==> config.mk <==
export PLATFORM = sky130hd
export DESIGN_NAME = rts_sequencer
export DESIGN_NICKNAME = d
export VERILOG_FILES = /design/src/rtl/rts_pkg.sv /design/src/rtl/rts_sequencer.sv
export SDC_FILE = /design/constraint.sdc
export NUM_CORES = 1
export LEC_CHECK = 0
export ABC_AREA = 1
export BUFFER_PORTS_ARGS = -buffer_cell sky130_fd_sc_hd__buf_2
export CAP_MARGIN = 20
export CORE_ASPECT_RATIO = 1.1
export CORE_MARGIN = 3
export CORE_UTILIZATION = 25
export DETAILED_ROUTE_END_ITERATION = 8
export PLACE_DENSITY = 0.45
export REMOVE_ABC_BUFFERS = 1
export SYNTH_ARGS = -nofsm -noshare
export SYNTH_HDL_FRONTEND = slang
export SYNTH_SLANG_ARGS = --single-unit
export TNS_END_PERCENT = 20
==> constraint.sdc <==
create_clock -name sys_clk -period 3.7 [get_ports sys_clk]
set_input_delay 0.74 -clock sys_clk [delete_from_list [all_inputs] [get_ports sys_clk]]
set_output_delay 0.74 -clock sys_clk [all_outputs]
set_load 0.1 [all_outputs]
==> src/rtl/rts_pkg.sv <==
// constants and types for the reset timeout sequencer
package rts_pkg;
    // ------------------------------------------------------------
    // timing
    // ------------------------------------------------------------
    localparam int unsigned SYS_CLK_HZ         = 50_000_000;
    localparam int unsigned POWER_UP_DELAY_MS  = 72;
    localparam int unsigned CRYSTAL_START_CNT  = 1024;
    localparam int unsigned PIN_FILTER_NS      = 200;
    localparam int unsigned PIN_FILTER_CYC     = (PIN_FILTER_NS * (SYS_CLK_HZ / 1_000_000)) / 1000;
    // ------------------------------------------------------------
    // register map
    // ------------------------------------------------------------
    localparam logic [11:0] ADDR_CAUSE   = 12'h000;
    localparam logic [11:0] ADDR_STATUS  = 12'h004;
    localparam logic [11:0] ADDR_CONFIG  = 12'h008;
    localparam logic [11:0] ADDR_CTRL    = 12'h00c;
    localparam int unsigned CAUSE_BROWNOUT_BIT = 0;
    localparam int unsigned CAUSE_POWERON_BIT  = 1;
    localparam logic [1:0]  CAUSE_RESET  = 2'h0;
    localparam logic [4:0]  CONFIG_RESET = 5'h00;
    localparam logic [15:0] PC_RESET_VEC = 16'h0000;
    localparam logic [15:0] PC_IRQ_VEC   = 16'h0004;
    // ------------------------------------------------------------
    // oscillator modes
    // ------------------------------------------------------------
    localparam logic [1:0]  OSC_LOW_POWER = 2'h0;
    localparam logic [1:0]  OSC_CRYSTAL   = 2'h1;
    localparam logic [1:0]  OSC_FAST      = 2'h2;
    localparam logic [1:0]  OSC_RC        = 2'h3;
    // ------------------------------------------------------------
    // reset kinds and states
    // ------------------------------------------------------------
    typedef enum logic [2:0] {
        KIND_POWER_ON  = 3'h0,
        KIND_PIN_RUN   = 3'h1,
        KIND_PIN_SLEEP = 3'h2,
        KIND_WDOG_RUN  = 3'h3,
        KIND_WDOG_WAKE = 3'h4,
        KIND_BROWNOUT  = 3'h5,
        KIND_IRQ_WAKE  = 3'h6,
        KIND_NONE      = 3'h7
    } rts_kind_t;

    typedef enum logic [4:0] {
        ST_RUN     = 5'b00001,
        ST_BROWN   = 5'b00010,
        ST_PWRUP   = 5'b00100,
        ST_XTAL    = 5'b01000,
        ST_PINHOLD = 5'b10000
    } rts_state_t;
endpackage : rts_pkg

==> src/rtl/rts_sequencer.sv <==
// reset timeout sequencer with apb status and control
//
// The placing of the registers and the APB register port were decided locally.
`timescale 1ns/1ps
module rts_sequencer #(
    parameter int unsigned RC_CLK_HZ     = 31_250,
    parameter int unsigned PWRUP_TICKS   = (rts_pkg::POWER_UP_DELAY_MS * RC_CLK_HZ) / 1000
) (
    input  wire logic        sys_clk,
    input  wire logic        resetn,
    input  wire logic        psel,
    input  wire logic        penable,
    input  wire logic        pwrite,
    input  wire logic [11:0] paddr,
    input  wire logic [31:0] pwdata,
    output logic             pready,
    output logic [31:0]      prdata,
    output logic             pslverr,
    input  wire logic        supply_rise,
    input  wire logic        brownout_low,
    input  wire logic        external_reset_pin,
    input  wire logic        watchdog_timeout,
    input  wire logic        irq_wake,
    input  wire logic        sleeping,
    input  wire logic        rc_tick,
    input  wire logic        osc_clk,
    output logic             core_reset,
    output logic             regs_reset,
    output logic             pc_load,
    output logic [15:0]      pc_value,
    output logic             external_reset_pin_oe,
    output logic             external_reset_pin_out
);
    // ------------------------------------------------------------
    // state
    // ------------------------------------------------------------
    typedef struct packed {
        logic [1:0]            rst_sync;
        logic [1:0]            pin_s;
        logic [1:0]            bo_s;
        logic [1:0]            por_s;
        logic [1:0]            wd_s;
        logic [1:0]            irq_s;
        logic [1:0]            slp_s;
        logic [1:0]            rc_s;
        logic [1:0]            osc_s;
        logic                  rc_d;
        logic                  osc_d;
        logic                  por_d;
        logic                  pin_f;
        logic [7:0]            pin_cnt;
        rts_pkg::rts_state_t   st;
        logic [31:0]           pw_cnt;
        logic [10:0]           xt_cnt;
        logic                  xt_need;
        logic [1:0]            cause;
        logic                  expired;
        logic                  pdown;
        logic [4:0]            cfg;
        rts_pkg::rts_kind_t    last_kind;
        logic                  core_rst;
        logic                  regs_rst;
        logic                  pc_ld;
        logic [15:0]           pc_val;
        logic                  pready;
        logic [31:0]           prdata;
        logic                  pslverr;
    } rts_regs_t;

    rts_regs_t s_r;
    rts_regs_t s_nxt;
    logic      rst_n_int;

    // ------------------------------------------------------------
    // reset synchroniser
    // ------------------------------------------------------------
    logic [1:0] rst_sync_r;
    always_ff @(posedge sys_clk or negedge resetn) begin
        if (!resetn) begin
            rst_sync_r <= 2'h0;
        end else begin
            rst_sync_r <= {rst_sync_r[0], 1'b1};
        end
    end
    assign rst_n_int = rst_sync_r[1];

    // ------------------------------------------------------------
    // helper signals
    // ------------------------------------------------------------
    // cfg: [0] delay_enable_n, [1] brownout_detect_enable, [3:2] osc mode, [4] irq wake vector enable (PC_IRQ_VEC, else 16'h0001)
    logic pin_low;
    logic bo_act;
    logic rc_edge;
    logic osc_edge;
    logic xtal_mode;
    logic por_ev;
    logic wd_ev;
    logic irq_ev;
    logic acc;
    logic [31:0] rdv;

    always_comb begin
        s_nxt = s_r;
        // ------------------------------------------------------------
        // input synchronisers and edges
        // ------------------------------------------------------------
        s_nxt.rst_sync = 2'h0;
        s_nxt.pin_s = {s_r.pin_s[0], external_reset_pin};
        s_nxt.bo_s  = {s_r.bo_s[0], brownout_low};
        s_nxt.por_s = {s_r.por_s[0], supply_rise};
        s_nxt.wd_s  = {s_r.wd_s[0], watchdog_timeout};
        s_nxt.irq_s = {s_r.irq_s[0], irq_wake};
        s_nxt.slp_s = {s_r.slp_s[0], sleeping};
        s_nxt.rc_s  = {s_r.rc_s[0], rc_tick};
        s_nxt.osc_s = {s_r.osc_s[0], osc_clk};
        s_nxt.rc_d  = s_r.rc_s[1];
        s_nxt.osc_d = s_r.osc_s[1];
        s_nxt.por_d = s_r.por_s[1];
        rc_edge   = s_r.rc_s[1] & ~s_r.rc_d;
        osc_edge  = s_r.osc_s[1] & ~s_r.osc_d;
        xtal_mode = (s_r.cfg[3:2] != rts_pkg::OSC_RC);
        // power-on acts once per rising event, not once per cycle held
        por_ev    = s_r.por_s[1] & ~s_r.por_d;
        wd_ev     = s_r.wd_s[1];
        irq_ev    = s_r.irq_s[1];
        bo_act    = s_r.cfg[1] & s_r.bo_s[1];

        // ------------------------------------------------------------
        // pin filter
        // ------------------------------------------------------------
        // pin filter: level must persist before it is accepted
        if (s_r.pin_s[1] == s_r.pin_f) begin
            s_nxt.pin_cnt = 8'h00;
        end else if (s_r.pin_cnt >= 8'(rts_pkg::PIN_FILTER_CYC)) begin
            s_nxt.pin_f   = s_r.pin_s[1];
            s_nxt.pin_cnt = 8'h00;
        end else begin
            s_nxt.pin_cnt = s_r.pin_cnt + 8'h01;
        end
        pin_low = ~s_r.pin_f;

        s_nxt.pc_ld    = 1'b0;
        s_nxt.regs_rst = 1'b0;

        // ------------------------------------------------------------
        // reset kinds
        // ------------------------------------------------------------
        // reset kinds, priority: power-on, brown-out, pin, watchdog, irq
        if (por_ev) begin
            s_nxt.st        = s_r.cfg[0] ? rts_pkg::ST_XTAL : rts_pkg::ST_PWRUP;
            s_nxt.pw_cnt    = 32'h0;
            s_nxt.xt_cnt    = 11'h0;
            s_nxt.xt_need   = 1'b1;
            s_nxt.cause[rts_pkg::CAUSE_POWERON_BIT] = 1'b0;
            s_nxt.expired   = 1'b1;
            s_nxt.pdown     = 1'b1;
            s_nxt.core_rst  = 1'b1;
            s_nxt.regs_rst  = 1'b1;
            s_nxt.last_kind = rts_pkg::KIND_POWER_ON;
        end else if (bo_act) begin
            s_nxt.st        = rts_pkg::ST_BROWN;
            s_nxt.pw_cnt    = 32'h0;
            s_nxt.xt_cnt    = 11'h0;
            s_nxt.xt_need   = 1'b1;
            s_nxt.cause[rts_pkg::CAUSE_BROWNOUT_BIT] = 1'b0;
            s_nxt.expired   = 1'b1;
            s_nxt.pdown     = 1'b1;
            s_nxt.core_rst  = 1'b1;
            // one register reset pulse per dip, not one per cycle low
            s_nxt.regs_rst  = (s_r.st != rts_pkg::ST_BROWN);
            s_nxt.last_kind = rts_pkg::KIND_BROWNOUT;
        end else if (pin_low && s_r.st == rts_pkg::ST_RUN) begin
            s_nxt.st       = rts_pkg::ST_PINHOLD;
            s_nxt.core_rst = 1'b1;
            s_nxt.regs_rst = 1'b1;
            if (s_r.slp_s[1]) begin
                s_nxt.expired   = 1'b1;
                s_nxt.pdown     = 1'b0;
                s_nxt.last_kind = rts_pkg::KIND_PIN_SLEEP;
            end else begin
                s_nxt.last_kind = rts_pkg::KIND_PIN_RUN;
            end
        end else if (wd_ev && s_r.st == rts_pkg::ST_RUN) begin
            if (s_r.slp_s[1]) begin
                s_nxt.expired   = 1'b0;
                s_nxt.pdown     = 1'b0;
                s_nxt.last_kind = rts_pkg::KIND_WDOG_WAKE;
                s_nxt.core_rst  = 1'b1;
                s_nxt.xt_need   = xtal_mode;
                s_nxt.xt_cnt    = 11'h0;
                s_nxt.st        = rts_pkg::ST_XTAL;
            end else begin
                s_nxt.expired   = 1'b0;
                s_nxt.pdown     = 1'b1;
                s_nxt.last_kind = rts_pkg::KIND_WDOG_RUN;
                s_nxt.core_rst  = 1'b1;
                s_nxt.regs_rst  = 1'b1;
                s_nxt.xt_need   = 1'b0;
                s_nxt.st        = rts_pkg::ST_XTAL;
            end
        end else if (irq_ev && s_r.slp_s[1] && s_r.st == rts_pkg::ST_RUN) begin
            s_nxt.expired   = 1'b1;
            s_nxt.pdown     = 1'b0;
            s_nxt.last_kind = rts_pkg::KIND_IRQ_WAKE;
            s_nxt.core_rst  = 1'b1;
            s_nxt.xt_need   = xtal_mode;
            s_nxt.xt_cnt    = 11'h0;
            s_nxt.st        = rts_pkg::ST_XTAL;
        end else begin
            // ------------------------------------------------------------
            // start-up sequence
            // ------------------------------------------------------------
            case (s_r.st)
                rts_pkg::ST_RUN: begin
                    s_nxt.core_rst = 1'b0;
                end
                rts_pkg::ST_BROWN: begin
                    s_nxt.st = rts_pkg::ST_PWRUP;
                end
                rts_pkg::ST_PWRUP: begin
                    if (s_r.pw_cnt >= PWRUP_TICKS) begin
                        s_nxt.st = rts_pkg::ST_XTAL;
                    end else if (rc_edge) begin
                        s_nxt.pw_cnt = s_r.pw_cnt + 32'h1;
                    end
                end
                rts_pkg::ST_XTAL: begin
                    if (!(s_r.xt_need && xtal_mode) ||
                        s_r.xt_cnt >= 11'(rts_pkg::CRYSTAL_START_CNT)) begin
                        s_nxt.st = rts_pkg::ST_PINHOLD;
                    end else if (osc_edge) begin
                        s_nxt.xt_cnt = s_r.xt_cnt + 11'h001;
                    end
                end
                rts_pkg::ST_PINHOLD: begin
                    if (!pin_low) begin
                        s_nxt.st       = rts_pkg::ST_RUN;
                        s_nxt.core_rst = 1'b0;
                        s_nxt.pc_ld    = 1'b1;
                        if (s_r.last_kind == rts_pkg::KIND_WDOG_WAKE ||
                            s_r.last_kind == rts_pkg::KIND_IRQ_WAKE) begin
                            s_nxt.pc_val = (s_r.last_kind == rts_pkg::KIND_IRQ_WAKE && s_r.cfg[4])
                                ? rts_pkg::PC_IRQ_VEC : 16'h0001;
                        end else begin
                            s_nxt.pc_val = rts_pkg::PC_RESET_VEC;
                        end
                    end
                end
                default: begin
                    s_nxt.st = rts_pkg::ST_RUN;
                end
            endcase
        end

        // ------------------------------------------------------------
        // apb slave
        // ------------------------------------------------------------
        // apb slave, one wait state
        acc = psel & penable & ~s_r.pready;
        s_nxt.pready  = acc;
        s_nxt.pslverr = 1'b0;
        rdv = 32'h0000_0000;
        case (paddr)
            rts_pkg::ADDR_CAUSE:  rdv = {30'h0, s_r.cause};
            rts_pkg::ADDR_STATUS: rdv = {24'h0, 5'(s_r.st), s_r.expired, s_r.pdown, 1'b0};
            rts_pkg::ADDR_CONFIG: rdv = {27'h0, s_r.cfg};
            rts_pkg::ADDR_CTRL:   rdv = {29'h0, s_r.last_kind};
            default: begin
                rdv = 32'h0000_0000;
                if (acc) begin
                    s_nxt.pslverr = 1'b1;
                end
            end
        endcase
        s_nxt.prdata = (acc && !pwrite) ? rdv : 32'h0000_0000;
        // ------------------------------------------------------------
        // register writes
        // ------------------------------------------------------------
        if (acc && pwrite) begin
            if (paddr == rts_pkg::ADDR_CAUSE) begin
                s_nxt.cause = pwdata[1:0];
                if (por_ev) begin
                    s_nxt.cause[rts_pkg::CAUSE_POWERON_BIT] = 1'b0;
                end
                if (bo_act) begin
                    s_nxt.cause[rts_pkg::CAUSE_BROWNOUT_BIT] = 1'b0;
                end
            end else if (paddr == rts_pkg::ADDR_CONFIG) begin
                s_nxt.cfg = pwdata[4:0];
            end
        end
    end

    // ------------------------------------------------------------
    // state register
    // ------------------------------------------------------------
    always_ff @(posedge sys_clk or negedge rst_n_int) begin
        if (!rst_n_int) begin
            s_r          <= '0;
            s_r.st       <= rts_pkg::ST_RUN;
            s_r.cfg      <= rts_pkg::CONFIG_RESET;
            s_r.cause    <= rts_pkg::CAUSE_RESET;
            s_r.pin_f    <= 1'b1;
            s_r.pin_s    <= 2'h3;
            s_r.core_rst <= 1'b1;
            s_r.last_kind <= rts_pkg::KIND_NONE;
        end else begin
            s_r <= s_nxt;
        end
    end

    // ------------------------------------------------------------
    // outputs
    // ------------------------------------------------------------
    assign core_reset             = s_r.core_rst;
    assign regs_reset             = s_r.regs_rst;
    assign pc_load                = s_r.pc_ld;
    assign pc_value               = s_r.pc_val;
    assign pready                 = s_r.pready;
    assign prdata                 = s_r.prdata;
    assign pslverr                = s_r.pslverr;
    assign external_reset_pin_oe  = s_r.rst_sync[0];
    assign external_reset_pin_out = s_r.rst_sync[1];
endmodule : rts_sequencer

==> results.md <==
- Total standard cell area after synthesis: around 5400 sq um
- Congestion Overflow GR: 0
- Wire length on met3: 493 um
- Setup violation total in the final timing report: 0
- Inserted Clock Buffers: 9
- Worst reg-to-reg setup slack: around 1.5 ns
- First-pass GRT wire length: ~20 mm
- Main synth FF type: dfrtp_1
- Post-Route M1 WL: 5.85 mm
- Unrepaired setup endpoints after global routing: false
- Leakage dissipation: 0.00296 uW
- Number of warnings printed during yosys synthesis: 0
- Post-CTS Setup Bufs: 0
- Normalized max-slew margin: approximately 56%
- Post-synthesis sequential area ratio: just under 50%
- Clock H-tree levels: 3
- Dominant cells by area after synthesis: dfrtp_1, nand2_1, nor2_1
- Run status: complete, no violations
- Critical path startpoint: s_r[57]
- Die footprint: 23500 sq um
- Cell variety after synth: between 40 and 50
- Number of nets with antenna violations after routing: 0
- Dominant combinational cell family by area after synthesis: simple AND/OR/NAND/NOR gates
- Die X: 146 um
- Fraction of the mapped netlist area in compound gates: 4.84%
- Share of cell area taken by muxes after synthesis: 0%
- Die Span Y: 161 um
- Cell area after layout: between 6000 and 7000 sq um
- Nets@finish: a little under 800
- Worst clock skew: 0.00832 ns
- Met2 wire length: 5.36 mm
- Sum of routed wire length over all layers: around 12 mm
- Top-count cell post-synth: nand2_1
- Final routed DRC violation total: 0
- Area Growth Syn to Fin: 11.7%
- Data arrival at the endpoint of the critical path: 2.44 ns
- Min-delay worst type: in -> async
- Post-synthesis share of cell area spent on and, or, nand and nor gates: 29.2%
- Via count of the first global-routing pass: 3864
- Cell area after placement: approximately 5800 sq um
- Number of design-rule violations left by the first detailed-router iteration: ~250
- Highest layer used for signal routing: met4
- Total power: 2690 uW
- CTS max path bufs: 2
- Clk Latency, worst-skew pair: 0.35 ns
- Cell row count: between 50 and 60
- Startpoint type of the worst setup path: flop
- Mean number of vias per cell: just over 4
- Final-layout worst hold slack: between 0.15 and 0.2 ns
- TritonCTS clock tree: built
- Via count: 4045
- Count of endpoints failing hold in the final timing report: 0
- Ratio of cells with drive above 1 in the final layout: between 10% and 20%
- Post-synth top area cell: dfrtp_1
- Syn avg cell area: 8.13 sq um
- Power Density: 443 nW/um^2
- Post-Synth Adder-Cell Area: 1.15%
- Reg-to-reg critical path startpoint: s_r[57]
- Pin count of the biggest net entering global routing: 57
- Clock-pin slew on the worst setup and hold paths: approximately 0.070 ns
- Post-route setup TNS: 0 ns
- Total GRT Usage: 10.5%
- HPWL Detailed: 8.57 mm
- Number of flops mapped to enable cells by yosys: 0
- Effective utilization at floorplan: between 20% and 30%
- VDD IR max: 0.222 mV
- Peak clock frequency supported by timing: 451 MHz
- Detailed-route wire length per cell: 11.9 um
- Hold Buf Count CTS: 0
- Critical setup path kind: reg -> reg
- Number of I/O pins: 112
- XOR/XNOR Fraction of Synth Area: 1.13%
- Async set-reset flop share out of synthesis: 100%
- Placer congestion estimate: 0.822
- # fillers: 2276
- Post-synth top cells: nand2_1, nor2_1, dfrtp_1
- Transition time at the pin with the least slew margin: 0.657 ns
- Number of max-slew violations in the final report: 0
- Critical Path Fanout Max: 20
- DR pass1 iterations: 4
- #FFs+latches synth: 106
- CORE AREA: between 20000 and 25000 sq um
- Root buf cell: clkbuf_16
- PostCTS Resize Cnt: 0
- Initial antenna violation count: 0
- Max cap viols: 0
- Top cell type's share of synthesized area: 45.2%
- Cells after synthesis: roughly 670
- Total inserted antenna cells: 0
- Crit path time final: 2.22 ns
- Endpoint kind of the worst setup timing path: flop
- Crit share post-route: 59.9%
- Clock net sink count: 106
- Port Buf Inserts: 44
- Required time of the critical path: 3.92 ns
sequential cells by signal, summed over array words and instances (netlist names):
| signal | count |
|---|---|
| irq_ev | 1 |
| s_r | 77 |
| pc_value | 2 |
| pslverr | 1 |
| pc_load | 1 |
| prdata | 8 |
| s_nxt | 11 |
| core_reset | 1 |
| rst_sync_r | 2 |
| regs_reset | 1 |
| pready | 1 |
kinds of logic after synthesis:
family,count (synthesis)
adders and majority gates,5
AOI/OAI and AO/OA,47
xor gates and xnor gates,7
buffers and inverters,152
other,2
DFF,106
and+or+nand+nor,348
power by group:
| group | switching, uW | internal, uW |
|---|---|---|
| combinational | 387 | 62.5 |
| sequential | 37.8 | 1200 |
| clock | 449 | 546 |
| total | 874 | 1810 |
worst paths after layout:
kind                       cells past startpoint             to
min in group sys_clk                           0  rst_sync_r[1]
max                                            9        s_r[62]
min reg2reg                                    0  rst_sync_r[1]
max in group asynchronous                      1        s_r[54]
max reg2reg                                    9        s_r[62]
min                                            1  rst_sync_r[1]
placed cells by master (no fill, tap or decap), drive strengths merged:
master and instances:
nand2 127, nor2 111, dfrtp 98, inv 92, nand3 57, buf 47
conb 45, o21ai 27, nor3 24, nand4 19, clkbuf 10, dfstp 8
a21oi 7, xor2 5, nor4 5, ha 5, clkinv 4, o31ai 3
o22ai 3, nand3b 3, xnor2 2, a31oi 2, a21o 2, or2 2
o211ai 1, o2111ai 1, o21a 1, bufinv 1
critical path: stages (launching register included):
cell	delay [ns]
dfrtp_1	0.43
nand2_4	0.14
inv_2	0.16
nor2_4	0.15
buf_4	0.28
nand2_1	0.11
nor2_1	0.38
inv_1	0.16
o21ai_0	0.15
a21oi_1	0.10
stage by stage:
stage,utilization (%),setup WS [ns],cells
3_5_place_dp,27.5,1.26,981
4_1_cts,29.0,1.46,997
5_1_grt,29.0,1.25,997
2_1_floorplan,-,0.542,649
3_3_place_gp,27.5,1.26,981
6_report,29.0,1.48,997
final cells by class:
type,count,area [sq um],area share [%]
Inverter,91,342,5.64
Sequential cell,106,2670,44.0
Multi-Input combinational cell,452,2140,35.3
Clock buffer,10,239,3.94
Timing Repair Buffer,47,255,4.21
Clock inverter,6,65.1,1.07
Tap cell,285,357,5.88
per-layer routing:
metal,up-vias,global-route usage (%)
met2,81,16.3
met3,15,2.34
met5,-,0
met4,0,3.55
met1,1852,14.5
li1,2097,-
No activity file was read; power rests on OpenSTA's default activity.
